<file path="src/rtl/gtc_map.svh">
// Register offsets, field positions, reset values and counts of the gated timer.
`ifndef GTC_MAP_SVH
`define GTC_MAP_SVH

`define GTC_ADDR_W        12
`define GTC_OFS_COUNT_LO  12'h028C
`define GTC_OFS_COUNT_HI  12'h028D
`define GTC_OFS_CON       12'h028E
`define GTC_OFS_GCON      12'h028F
`define GTC_OFS_CLK       12'h0291
`define GTC_OFS_STATUS    12'h0298

`define GTC_CON_ON        0
`define GTC_CON_WIDE_ACCESS_ENABLE      1
`define GTC_CON_SYNC      2
`define GTC_CON_PRESCALE_SELECT      4
`define GTC_CON_MASK      8'h37
`define GTC_CON_RST       8'h00

`define GTC_GCON_GE       7
`define GTC_GCON_GATE_POLARITY     6
`define GTC_GCON_GTM      5
`define GTC_GCON_GATE_SINGLE_PULSE_MODE     4
`define GTC_GCON_GO       3
`define GTC_GCON_GATE_LEVEL     2
`define GTC_GCTL_RST      4'h0

`define GTC_STAT_ROLL     0
`define GTC_STAT_GEVT     1

`define GTC_CS_RST        5'h00
`define GTC_CS_PIN        5'h00
`define GTC_CS_INST       5'h01
`define GTC_CS_FOSC       5'h02
`define GTC_CS_EXT_LO     5'h03
`define GTC_CS_EXT_HI     5'h10

`define GTC_COUNT_RST     16'h0000
`define GTC_COUNT_MAX     16'hFFFF
`define GTC_INST_LAST     2'h3

`endif

</file>
<file path="src/rtl/gtc_pkg.sv">
// Types shared by the gated timer files.
package gtc_pkg;
    typedef logic [7:0] gtc_byte_t;
    typedef enum logic [2:0] {
        GTC_SP_IDLE  = 3'b001,
        GTC_SP_ARMED = 3'b010,
        GTC_SP_OPEN  = 3'b100
    } gtc_pulse_e;
endpackage

</file>
<file path="src/rtl/gtc_timer.sv">
// Gated 16-bit timer: clock select, prescaler, gate logic, wide access, event clear.
`timescale 1ns/10ps
`default_nettype none
`include "gtc_map.svh"
module gtc_timer
    import gtc_pkg::*;
(
    // Clock and power-on reset.
    input  wire logic                   clock_in,
    input  wire logic                   nrst_in,
    // Register port.
    input  wire logic [`GTC_ADDR_W-1:0] reg_addr_in,
    input  wire logic [7:0]             reg_wdata_in,
    input  wire logic                   reg_wr_in,
    input  wire logic                   reg_rd_in,
    output logic      [7:0]             reg_rdata_out,
    // Clock and gate sources from outside.
    input  wire logic                   pin_clock_in,
    input  wire logic [16:3]            ext_clock_in,
    input  wire logic                   gate_in,
    // Capture/compare side.
    input  wire logic                   special_event_in,
    output logic      [15:0]            timer_count_out,
    // Status.
    output logic                        rollover_flag_out,
    output logic                        gate_event_flag_out,
    output logic                        gate_level_out
);
    gtc_byte_t   con_reg;
    logic [3:0]  gctl_reg;
    logic        go_reg;
    logic        go_next;
    logic [4:0]  cs_reg;
    logic [15:0] count_reg;
    logic [15:0] count_next;
    gtc_byte_t   hbuf_reg;
    gtc_byte_t   hbuf_next;
    logic        roll_reg;
    logic        gevt_reg;
    gtc_byte_t   rdata_reg;
    gtc_byte_t   rdata_next;
    logic [1:0]  inst_cnt_reg;
    logic        src_prev_reg;
    logic        g_prev_reg;
    logic        toggle_reg;
    logic        gt_prev_reg;
    logic        gl_prev_reg;
    gtc_pulse_e  sp_state_reg;
    gtc_pulse_e  sp_state_next;

    // Field views.
    logic        on_bit;
    logic        wide_access_enable_bit;
    logic        sync_bit;
    logic [1:0]  prescale_select;
    logic        ge_bit;
    logic        gate_polarity_bit;
    logic        gtm_bit;
    logic        gate_single_pulse_mode_bit;
    assign on_bit   = con_reg[`GTC_CON_ON];
    assign wide_access_enable_bit = con_reg[`GTC_CON_WIDE_ACCESS_ENABLE];
    assign sync_bit = con_reg[`GTC_CON_SYNC];
    assign prescale_select     = con_reg[`GTC_CON_PRESCALE_SELECT+1:`GTC_CON_PRESCALE_SELECT];
    assign ge_bit   = gctl_reg[3];
    assign gate_polarity_bit = gctl_reg[2];
    assign gtm_bit  = gctl_reg[1];
    assign gate_single_pulse_mode_bit = gctl_reg[0];

    // Address decode.
    logic wr_lo;
    logic wr_hi;
    logic wr_con;
    logic wr_gcon;
    logic wr_clk;
    logic wr_stat;
    logic rd_lo;
    logic cnt_wr;
    assign wr_lo   = reg_wr_in && (reg_addr_in == `GTC_OFS_COUNT_LO);
    assign wr_hi   = reg_wr_in && (reg_addr_in == `GTC_OFS_COUNT_HI);
    assign wr_con  = reg_wr_in && (reg_addr_in == `GTC_OFS_CON);
    assign wr_gcon = reg_wr_in && (reg_addr_in == `GTC_OFS_GCON);
    assign wr_clk  = reg_wr_in && (reg_addr_in == `GTC_OFS_CLK);
    assign wr_stat = reg_wr_in && (reg_addr_in == `GTC_OFS_STATUS);
    assign rd_lo   = reg_rd_in && (reg_addr_in == `GTC_OFS_COUNT_LO);
    assign cnt_wr  = wr_lo || wr_hi;

    // Input synchronisers: bit 0 pin clock, bit 1 gate, bits 15:2 other sources.
    logic [15:0] sy_filt;
    logic [15:0] sy_fast;
    gtc_sync #(
        .WIDTH   (16)
    ) u_sync (
        .clock_in (clock_in),
        .nrst_in  (nrst_in),
        .async_in ({ext_clock_in, gate_in, pin_clock_in}),
        .filt_out (sy_filt),
        .fast_out (sy_fast)
    );

    // Clock source selection and edge detection.
    logic        src_direct;
    logic        unsync;
    logic [15:0] src_lvls;
    logic        src_level;
    logic        inst_tick;
    logic        src_tick;
    logic        in_ext_range;
    assign inst_tick    = (inst_cnt_reg == `GTC_INST_LAST);
    assign src_direct   = (cs_reg == `GTC_CS_INST) || (cs_reg == `GTC_CS_FOSC);
    assign unsync       = !src_direct && sync_bit;
    assign src_lvls     = unsync ? sy_fast : sy_filt;
    assign in_ext_range = (cs_reg >= `GTC_CS_EXT_LO) && (cs_reg <= `GTC_CS_EXT_HI);
    assign src_level    = (cs_reg == `GTC_CS_PIN) ? src_lvls[0] :
                          in_ext_range ? src_lvls[4'(cs_reg - 5'd1)] : 1'b0;
    assign src_tick     = (cs_reg == `GTC_CS_INST) ? inst_tick :
                          (cs_reg == `GTC_CS_FOSC) ? 1'b1 :
                          (src_level && !src_prev_reg);

    // Prescaler, cleared by a low-byte write.
    logic pre_pulse;
    gtc_prescale #(
        .WIDTH     (3)
    ) u_pre (
        .clock_in  (clock_in),
        .nrst_in   (nrst_in),
        .tick_in   (src_tick),
        .clear_in  (wr_lo),
        .sel_in    (prescale_select),
        .pulse_out (pre_pulse)
    );

    // Gate path: polarity, toggle, single pulse.
    logic g_pol;
    logic gate_t;
    logic gt_rise;
    logic gt_fall;
    logic gate_level;
    assign g_pol      = gate_polarity_bit ? sy_filt[1] : !sy_filt[1];
    assign gate_t     = gtm_bit ? toggle_reg : g_pol;
    assign gt_rise    = gate_t && !gt_prev_reg;
    assign gt_fall    = !gate_t && gt_prev_reg;
    assign gate_level = gate_single_pulse_mode_bit ? (sp_state_reg == GTC_SP_OPEN) && gate_t
                                 : gate_t;

    always_comb begin
        sp_state_next = sp_state_reg;
        case (sp_state_reg)
            GTC_SP_IDLE: begin
                if (gate_single_pulse_mode_bit && go_reg) begin
                    sp_state_next = GTC_SP_ARMED;
                end
            end
            GTC_SP_ARMED: begin
                if (!gate_single_pulse_mode_bit || !go_reg) begin
                    sp_state_next = GTC_SP_IDLE;
                end else if (gt_rise) begin
                    sp_state_next = GTC_SP_OPEN;
                end
            end
            GTC_SP_OPEN: begin
                if (!gate_single_pulse_mode_bit || gt_fall) begin
                    sp_state_next = GTC_SP_IDLE;
                end
            end
            default: begin
                sp_state_next = GTC_SP_IDLE;
            end
        endcase
    end

    // Go bit: software sets it, the trailing edge or leaving the mode clears it.
    logic gate_single_pulse_mode_next;
    assign gate_single_pulse_mode_next = wr_gcon ? reg_wdata_in[`GTC_GCON_GATE_SINGLE_PULSE_MODE] : gate_single_pulse_mode_bit;
    always_comb begin
        if (!gate_single_pulse_mode_next) begin
            go_next = 1'b0;
        end else if (wr_gcon) begin
            go_next = reg_wdata_in[`GTC_GCON_GO];
        end else if (sp_state_reg == GTC_SP_OPEN && gt_fall) begin
            go_next = 1'b0;
        end else begin
            go_next = go_reg;
        end
    end

    // Counting.
    logic cnt_run;
    logic inc;
    logic sevt_take;
    logic roll_set;
    logic gevt_set;
    assign cnt_run   = on_bit && (!ge_bit || gate_level);
    assign inc       = cnt_run && pre_pulse;
    assign sevt_take = special_event_in && !unsync;
    assign roll_set  = inc && !cnt_wr && !sevt_take && (count_reg == `GTC_COUNT_MAX);
    assign gevt_set  = gl_prev_reg && !gate_level;

    always_comb begin
        if (wr_lo) begin
            count_next = wide_access_enable_bit ? {hbuf_reg, reg_wdata_in}
                                  : {count_reg[15:8], reg_wdata_in};
        end else if (wr_hi) begin
            count_next = wide_access_enable_bit ? count_reg : {reg_wdata_in, count_reg[7:0]};
        end else if (sevt_take) begin
            count_next = `GTC_COUNT_RST;
        end else if (inc) begin
            count_next = 16'(count_reg + 16'h0001);
        end else begin
            count_next = count_reg;
        end
    end

    always_comb begin
        if (wide_access_enable_bit && wr_hi) begin
            hbuf_next = reg_wdata_in;
        end else if (rd_lo) begin
            hbuf_next = count_reg[15:8];
        end else begin
            hbuf_next = hbuf_reg;
        end
    end

    // Read data, presented in the cycle after the read strobe.
    always_comb begin
        case (reg_addr_in)
            `GTC_OFS_COUNT_LO: rdata_next = count_reg[7:0];
            `GTC_OFS_COUNT_HI: rdata_next = wide_access_enable_bit ? hbuf_reg : count_reg[15:8];
            `GTC_OFS_CON:      rdata_next = con_reg;
            `GTC_OFS_GCON:     rdata_next = {gctl_reg, go_reg, gate_level, 2'b00};
            `GTC_OFS_CLK:      rdata_next = {3'b000, cs_reg};
            `GTC_OFS_STATUS:   rdata_next = {6'b00_0000, gevt_reg, roll_reg};
            default:           rdata_next = 8'h00;
        endcase
    end

    always_ff @(posedge clock_in or negedge nrst_in) begin
        if (!nrst_in) begin
            con_reg  <= `GTC_CON_RST;
            gctl_reg <= `GTC_GCTL_RST;
            cs_reg   <= `GTC_CS_RST;
        end else begin
            if (wr_con) begin
                con_reg <= reg_wdata_in & `GTC_CON_MASK;
            end
            if (wr_gcon) begin
                gctl_reg <= reg_wdata_in[7:4];
            end
            if (wr_clk) begin
                cs_reg <= reg_wdata_in[4:0];
            end
        end
    end

    // Flags: a hardware set wins over a write-one clear in the same cycle.
    always_ff @(posedge clock_in or negedge nrst_in) begin
        if (!nrst_in) begin
            roll_reg <= 1'b0;
            gevt_reg <= 1'b0;
        end else begin
            roll_reg <= roll_set || (roll_reg && !(wr_stat && reg_wdata_in[`GTC_STAT_ROLL]));
            gevt_reg <= gevt_set || (gevt_reg && !(wr_stat && reg_wdata_in[`GTC_STAT_GEVT]));
        end
    end

    always_ff @(posedge clock_in or negedge nrst_in) begin
        if (!nrst_in) begin
            count_reg    <= `GTC_COUNT_RST;
            hbuf_reg     <= 8'h00;
            go_reg       <= 1'b0;
            sp_state_reg <= GTC_SP_IDLE;
            rdata_reg    <= 8'h00;
        end else begin
            count_reg    <= count_next;
            hbuf_reg     <= hbuf_next;
            go_reg       <= go_next;
            sp_state_reg <= sp_state_next;
            rdata_reg    <= reg_rd_in ? rdata_next : 8'h00;
        end
    end

    // Edge history and the toggle flip-flop.
    always_ff @(posedge clock_in or negedge nrst_in) begin
        if (!nrst_in) begin
            inst_cnt_reg <= 2'h0;
            src_prev_reg <= 1'b0;
            g_prev_reg   <= 1'b0;
            toggle_reg   <= 1'b0;
            gt_prev_reg  <= 1'b0;
            gl_prev_reg  <= 1'b0;
        end else begin
            inst_cnt_reg <= 2'(inst_cnt_reg + 2'h1);
            src_prev_reg <= src_level;
            g_prev_reg   <= g_pol;
            gt_prev_reg  <= gate_t;
            gl_prev_reg  <= gate_level;
            if (!gtm_bit) begin
                toggle_reg <= 1'b0;
            end else if (g_pol && !g_prev_reg) begin
                toggle_reg <= !toggle_reg;
            end
        end
    end

    assign reg_rdata_out       = rdata_reg;
    assign timer_count_out     = count_reg;
    assign rollover_flag_out   = roll_reg;
    assign gate_event_flag_out = gevt_reg;
    assign gate_level_out      = gate_level;

    chk_sevt_clear: assert property (@(posedge clock_in) disable iff (!nrst_in)
        sevt_take && !cnt_wr |=> count_reg == 16'h0000)
        else $error("Special event did not clear the count.");

    chk_roll_cause: assert property (@(posedge clock_in) disable iff (!nrst_in)
        $rose(roll_reg) |-> $past(inc) && !$past(sevt_take) && $past(count_reg) == 16'hFFFF)
        else $error("Rollover flag set without a wrap.");

    chk_unsync_miss: assert property (@(posedge clock_in) disable iff (!nrst_in)
        special_event_in && unsync && !cnt_wr && !inc |=> $stable(count_reg))
        else $error("Unsynchronised timer took a special event.");

    chk_write_wins: assert property (@(posedge clock_in) disable iff (!nrst_in)
        wr_lo && special_event_in |=> count_reg[7:0] == $past(reg_wdata_in))
        else $error("Special event beat a count write.");

    chk_off_hold: assert property (@(posedge clock_in) disable iff (!nrst_in)
        !on_bit && !cnt_wr && !sevt_take |=> $stable(count_reg))
        else $error("Timer moved while off.");

    chk_gate_hold: assert property (@(posedge clock_in) disable iff (!nrst_in)
        on_bit && ge_bit && !gate_level && !cnt_wr && !sevt_take |=> $stable(count_reg))
        else $error("Timer counted with the gate closed.");

    chk_go_clear: assert property (@(posedge clock_in) disable iff (!nrst_in)
        !gate_single_pulse_mode_bit && !wr_gcon |=> !go_reg)
        else $error("Go bit survived with single pulse off.");

    chk_toggle_held: assert property (@(posedge clock_in) disable iff (!nrst_in)
        !gtm_bit ##1 !gtm_bit |-> !toggle_reg)
        else $error("Toggle flip-flop not held clear.");

    chk_gate_event: assert property (@(posedge clock_in) disable iff (!nrst_in)
        $fell(gate_level) |=> gevt_reg)
        else $error("Gate event flag missed a falling edge.");

    chk_wide_read: assert property (@(posedge clock_in) disable iff (!nrst_in)
        rd_lo && !(wide_access_enable_bit && wr_hi) |=> hbuf_reg == $past(count_reg[15:8]))
        else $error("Low read did not latch the high byte.");
endmodule
`default_nettype wire

</file>
<file path="src/rtl/gtc_sync.sv">
// Three-stage input synchroniser with an agreement filter.
`timescale 1ns/10ps
`default_nettype none
module gtc_sync #(
    parameter int WIDTH = 16
) (
    // Clock and reset.
    input  wire logic             clock_in,
    input  wire logic             nrst_in,
    // Asynchronous levels in, synchronised levels out.
    input  wire logic [WIDTH-1:0] async_in,
    output logic      [WIDTH-1:0] filt_out,
    output logic      [WIDTH-1:0] fast_out
);
    logic [WIDTH-1:0] s1_reg;
    logic [WIDTH-1:0] s2_reg;
    logic [WIDTH-1:0] s3_reg;
    logic [WIDTH-1:0] filt_reg;
    logic [WIDTH-1:0] filt_next;

    // A bit moves only once the second and third stages agree.
    assign filt_next = (s2_reg & s3_reg) | (filt_reg & (s2_reg ^ s3_reg));
    assign filt_out  = filt_reg;
    assign fast_out  = s3_reg;

    always_ff @(posedge clock_in or negedge nrst_in) begin
        if (!nrst_in) begin
            s1_reg   <= '0;
            s2_reg   <= '0;
            s3_reg   <= '0;
            filt_reg <= '0;
        end else begin
            s1_reg   <= async_in;
            s2_reg   <= s1_reg;
            s3_reg   <= s2_reg;
            filt_reg <= filt_next;
        end
    end
endmodule
`default_nettype wire

</file>
<file path="src/rtl/gtc_prescale.sv">
// Power-of-two prescaler that passes one tick in 1, 2, 4 or 8.
`timescale 1ns/10ps
`default_nettype none
module gtc_prescale #(
    parameter int WIDTH = 3
) (
    // Clock and reset.
    input  wire logic             clock_in,
    input  wire logic             nrst_in,
    // Ticks, clear and ratio select.
    input  wire logic             tick_in,
    input  wire logic             clear_in,
    input  wire logic [1:0]       sel_in,
    output logic                  pulse_out
);
    logic [WIDTH-1:0] cnt_reg;
    logic [WIDTH-1:0] mask;
    logic             full;

    assign mask      = WIDTH'((1 << sel_in) - 1);
    assign full      = (cnt_reg & mask) == mask;
    assign pulse_out = tick_in & full & ~clear_in;

    always_ff @(posedge clock_in or negedge nrst_in) begin
        if (!nrst_in) begin
            cnt_reg <= '0;
        end else if (clear_in) begin
            cnt_reg <= '0;
        end else if (tick_in) begin
            cnt_reg <= full ? '0 : WIDTH'(cnt_reg + 1'b1);
        end
    end
endmodule
`default_nettype wire

</file>
<file path="config.mk">
export PLATFORM = sky130hd
export DESIGN_NAME = gtc_timer
export DESIGN_NICKNAME = d
export VERILOG_FILES = /design/src/rtl/gtc_pkg.sv /design/src/rtl/gtc_timer.sv /design/src/rtl/gtc_sync.sv /design/src/rtl/gtc_prescale.sv
export VERILOG_INCLUDE_DIRS = /design/src /design/src/rtl
export SDC_FILE = /design/constraint.sdc
export NUM_CORES = 1
export LEC_CHECK = 0
export BUFFER_PORTS_ARGS = -buffer_cell sky130_fd_sc_hd__buf_2
export CAP_MARGIN = 30
export CORE_UTILIZATION = 50
export CTS_BUF_LIST = sky130_fd_sc_hd__clkbuf_16
export CTS_CLUSTER_DIAMETER = 200
export DETAILED_ROUTE_END_ITERATION = 16
export HOLD_SLACK_MARGIN = 0.08
export PLACE_DENSITY = 0.7
export SLEW_MARGIN = 30
export SYNTH_ARGS = -nofsm -noshare
export SYNTH_HDL_FRONTEND = slang
export SYNTH_SLANG_ARGS = --single-unit
</file>
<file path="constraint.sdc">
create_clock -name clock_in -period 6.8 [get_ports clock_in]
set_input_delay 0.34 -clock clock_in [delete_from_list [all_inputs] [get_ports clock_in]]
set_output_delay 0.34 -clock clock_in [all_outputs]
set_load 0.01 [all_outputs]
</file>
==> results.txt <==
CTS clk-pin slew, worst paths: 60 ps
DRT Wirelength: 14.24 mm
Number of global-route vias before repair: 4,762
RSZ-0062 raised after global routing: false
Power per cell area: 259.5 nW/um2
Std cell rows: 39
Grt total ovfl: 0
Worst hold path class: primary input to register
Die area: 12,470 um2
Clock tree from TritonCTS: done
Post-Syn Nets: 611
Critical Path RT: 7100 ps
CP Capture Type: register
Gate power share: 0.067
Drt pass-1 iters: 11
NetSw: 0.4288 mW
CP Launch Type: register
Setup bufs post-CTS: 0
Number of synthesized flops with an enable pin: 0
Clock period minus worst slack: 4212 ps
Mapped Area: 6012 um2
Routability-driven placement congestion ratio: 0.9170
Worst Tran Pin Value: 984.5 ps
Layout area overhead: 20.73%
LEAKAGE: 3.455 nW
Proportion of layout cells with a drive suffix above 1: 0.2208
Asr flop ratio synth: 1.000
Pins Over Slew Limit: 0
Syn avg cell area: 11.01 um2
CTS max path bufs: 2
Top_reg_cell synth: dfrtp_1
H-tree depth: 4
Drc violations: 8
IO buf count: 67
Switching Fraction: 0.2276
Peak supply drop: 214.3 uV
Initial cell density of the core: 0.5199
Initial DRC count: 417
Maximum clock rate: 0.2374 GHz
Final HPWL DP: 9.789 mm
Hold-fix buffers, CTS: 16
Flop pwr share: 0.431
Synth Register Bits: 126
Status: finished, violations left
Critical-path maximum fanout: 20
Final setup viols: 0
Clock Tree Root: clkbuf_16
Clk pwr share: 0.501
Synth warn: 0
DRT antenna net count: 0
Setup CP Type: register to register
Cell accounting for the most synthesized area: dfrtp_1
Area share of the leading cell type in the synthesized netlist: 0.5203
First-pass GRT wire length: 23.85 mm
Clk Latency, worst-skew pair: 420 ps
Internal power: 1.455 mW
WL/cell: 18.12 um
Die Wd: 111.7 um
Largest net degree at the start of global routing: 79
Post-CTS sizing: 0
Slew HR: 0.3437
Mapped Cells: 546
Failing checks: DRC
Num CTS Buffers: 17
Critical Path AT: 4520 ps
DP Area: 6462 um2
Synth area leaders: dfrtp_1 (52%), ha_1 (5.0%), mux2i_1 (4.3%), nand2_1 (3.9%), mux2_2 (3.7%)
Most common cell after layout, fill and taps aside: dfrtp_1
Final period util: 0.6194
FILL cells: 916
Setup total negative slack: 0 ps
WHS Path Cells: 2
Initial antenna violation count: 0
Final-report hold violation count: 0
Antenna cell count: 0
Most frequent cells in the layout: dfrtp_1 (125), buf_2 (66), nand2_1 (63)
Routed vias: 4,692
Die H: 111.7 um
Core Area: 11,560 um2
MaxCap Viol Count: 0
Post-route cell area: 7258 um2
Distinct cells, synth: 65
Worst Skew: 12.39 ps
Clk sink count: 126
Top Ports: 68
Reg2reg path depth: 10
Nets: 695
Tot GR Track Use: 0.2485
Vias per cell: 5.969
Seq/Total Area, Yosys: 0.5247
==> Yosys cell counts, types with 6 or more instances <==
library cell,instances
a21o_1,19
a21oi_1,32
a31o_2,8
a31oi_1,6
and3_1,9
clkbuf_1,15
dfrtp_1,125
ha_1,24
inv_1,14
mux2_2,20
mux2i_1,26
nand2_1,63
nand3_1,6
nor2_1,37
nor3_1,7
nor4_1,6
o211ai_1,8
o21ai_0,14
==> worst paths after layout <==
check	from	to	slack, ps
setup / recovery	cs_reg[0]	timer_count_out[7]	2590
max in group asynchronous	nrst_in	u_sync.s1_reg[5]	5180
hold reg to reg	u_sync.s1_reg[1]	u_sync.s2_reg[1]	340
setup reg to reg	cs_reg[0]	timer_count_out[7]	2590
min in group asynchronous	nrst_in	timer_count_out[4]	520
hold / removal	reg_rd_in	reg_rdata_out[1]	220
==> critical path: stages (launching register included) <==
cell and delay, ps:
dfrtp_1 740, inv_1 240, ha_1 580, nor2b_1 400, nand2_1 100, mux2_4 270
a211oi_1 330, nand3b_1 170, a21oi_2 800, a41oi_1 230, o22a_1 220
==> per-layer routing <==
| metal | track usage | share of wire | vias up |
|---|---|---|---|
| met5 | 0 | 0 | - |
| met4 | 0.1414 | 0.036 | 0 |
| met3 | 0.06478 | 0.065 | 39 |
| met2 | 0.3950 | 0.48 | 198 |
| met1 | 0.3086 | 0.42 | 2268 |
| li1 | - | - | 2187 |
==> cell type report <==
cell class,count,area (um2),share of cell area
Sequential cell,126,3154,0.4346
Multi-Input combinational cell,384,2716,0.3742
Timing Repair Buffer,87,534.3,0.07361
Clock buffer,17,425.4,0.05861
Clock inverter,15,196.4,0.02706
Tap cell,143,178.9,0.02465
Inverter,14,52.55,0.007240
==> power groups by stage <==
stage	Sequential [mW]	Clock (mW)	Combinational, mW
3_3_place_gp	0.824	0	0.111
2_1_floorplan	0.817	0	0.0678
6_report	0.812	0.945	0.127
5_1_grt	0.816	0.999	0.143
3_5_place_dp	0.826	0	0.119
4_1_cts	0.812	0.963	0.127
==> kinds of logic after synthesis <==
logic type,count (synthesis),synth area share
buffers and inverters,36,0.02476
AOI/OAI and AO/OA,138,0.1594
DFF,126,0.5247
and+or+nand+nor,164,0.1328
muxes,51,0.09823
xor gates and xnor gates,7,0.01020
adders and majority gates,24,0.04995
==> stage by stage <==
step                std cells  utilization  hold WS (ps)  power, mW  worst slack [ps]
floorplan                 546            -         44.41     0.8843              3600
global placement          737       0.5585         332.6     0.9350              2810
finish                    786       0.6276         224.8      1.884              2588
global route              786       0.6276         221.7      1.959              2161
CTS                       785       0.6264         101.2      1.902              2666
detailed placement        737       0.5588         334.7     0.9443              2692
No activity file was read; power rests on OpenSTA's default activity.
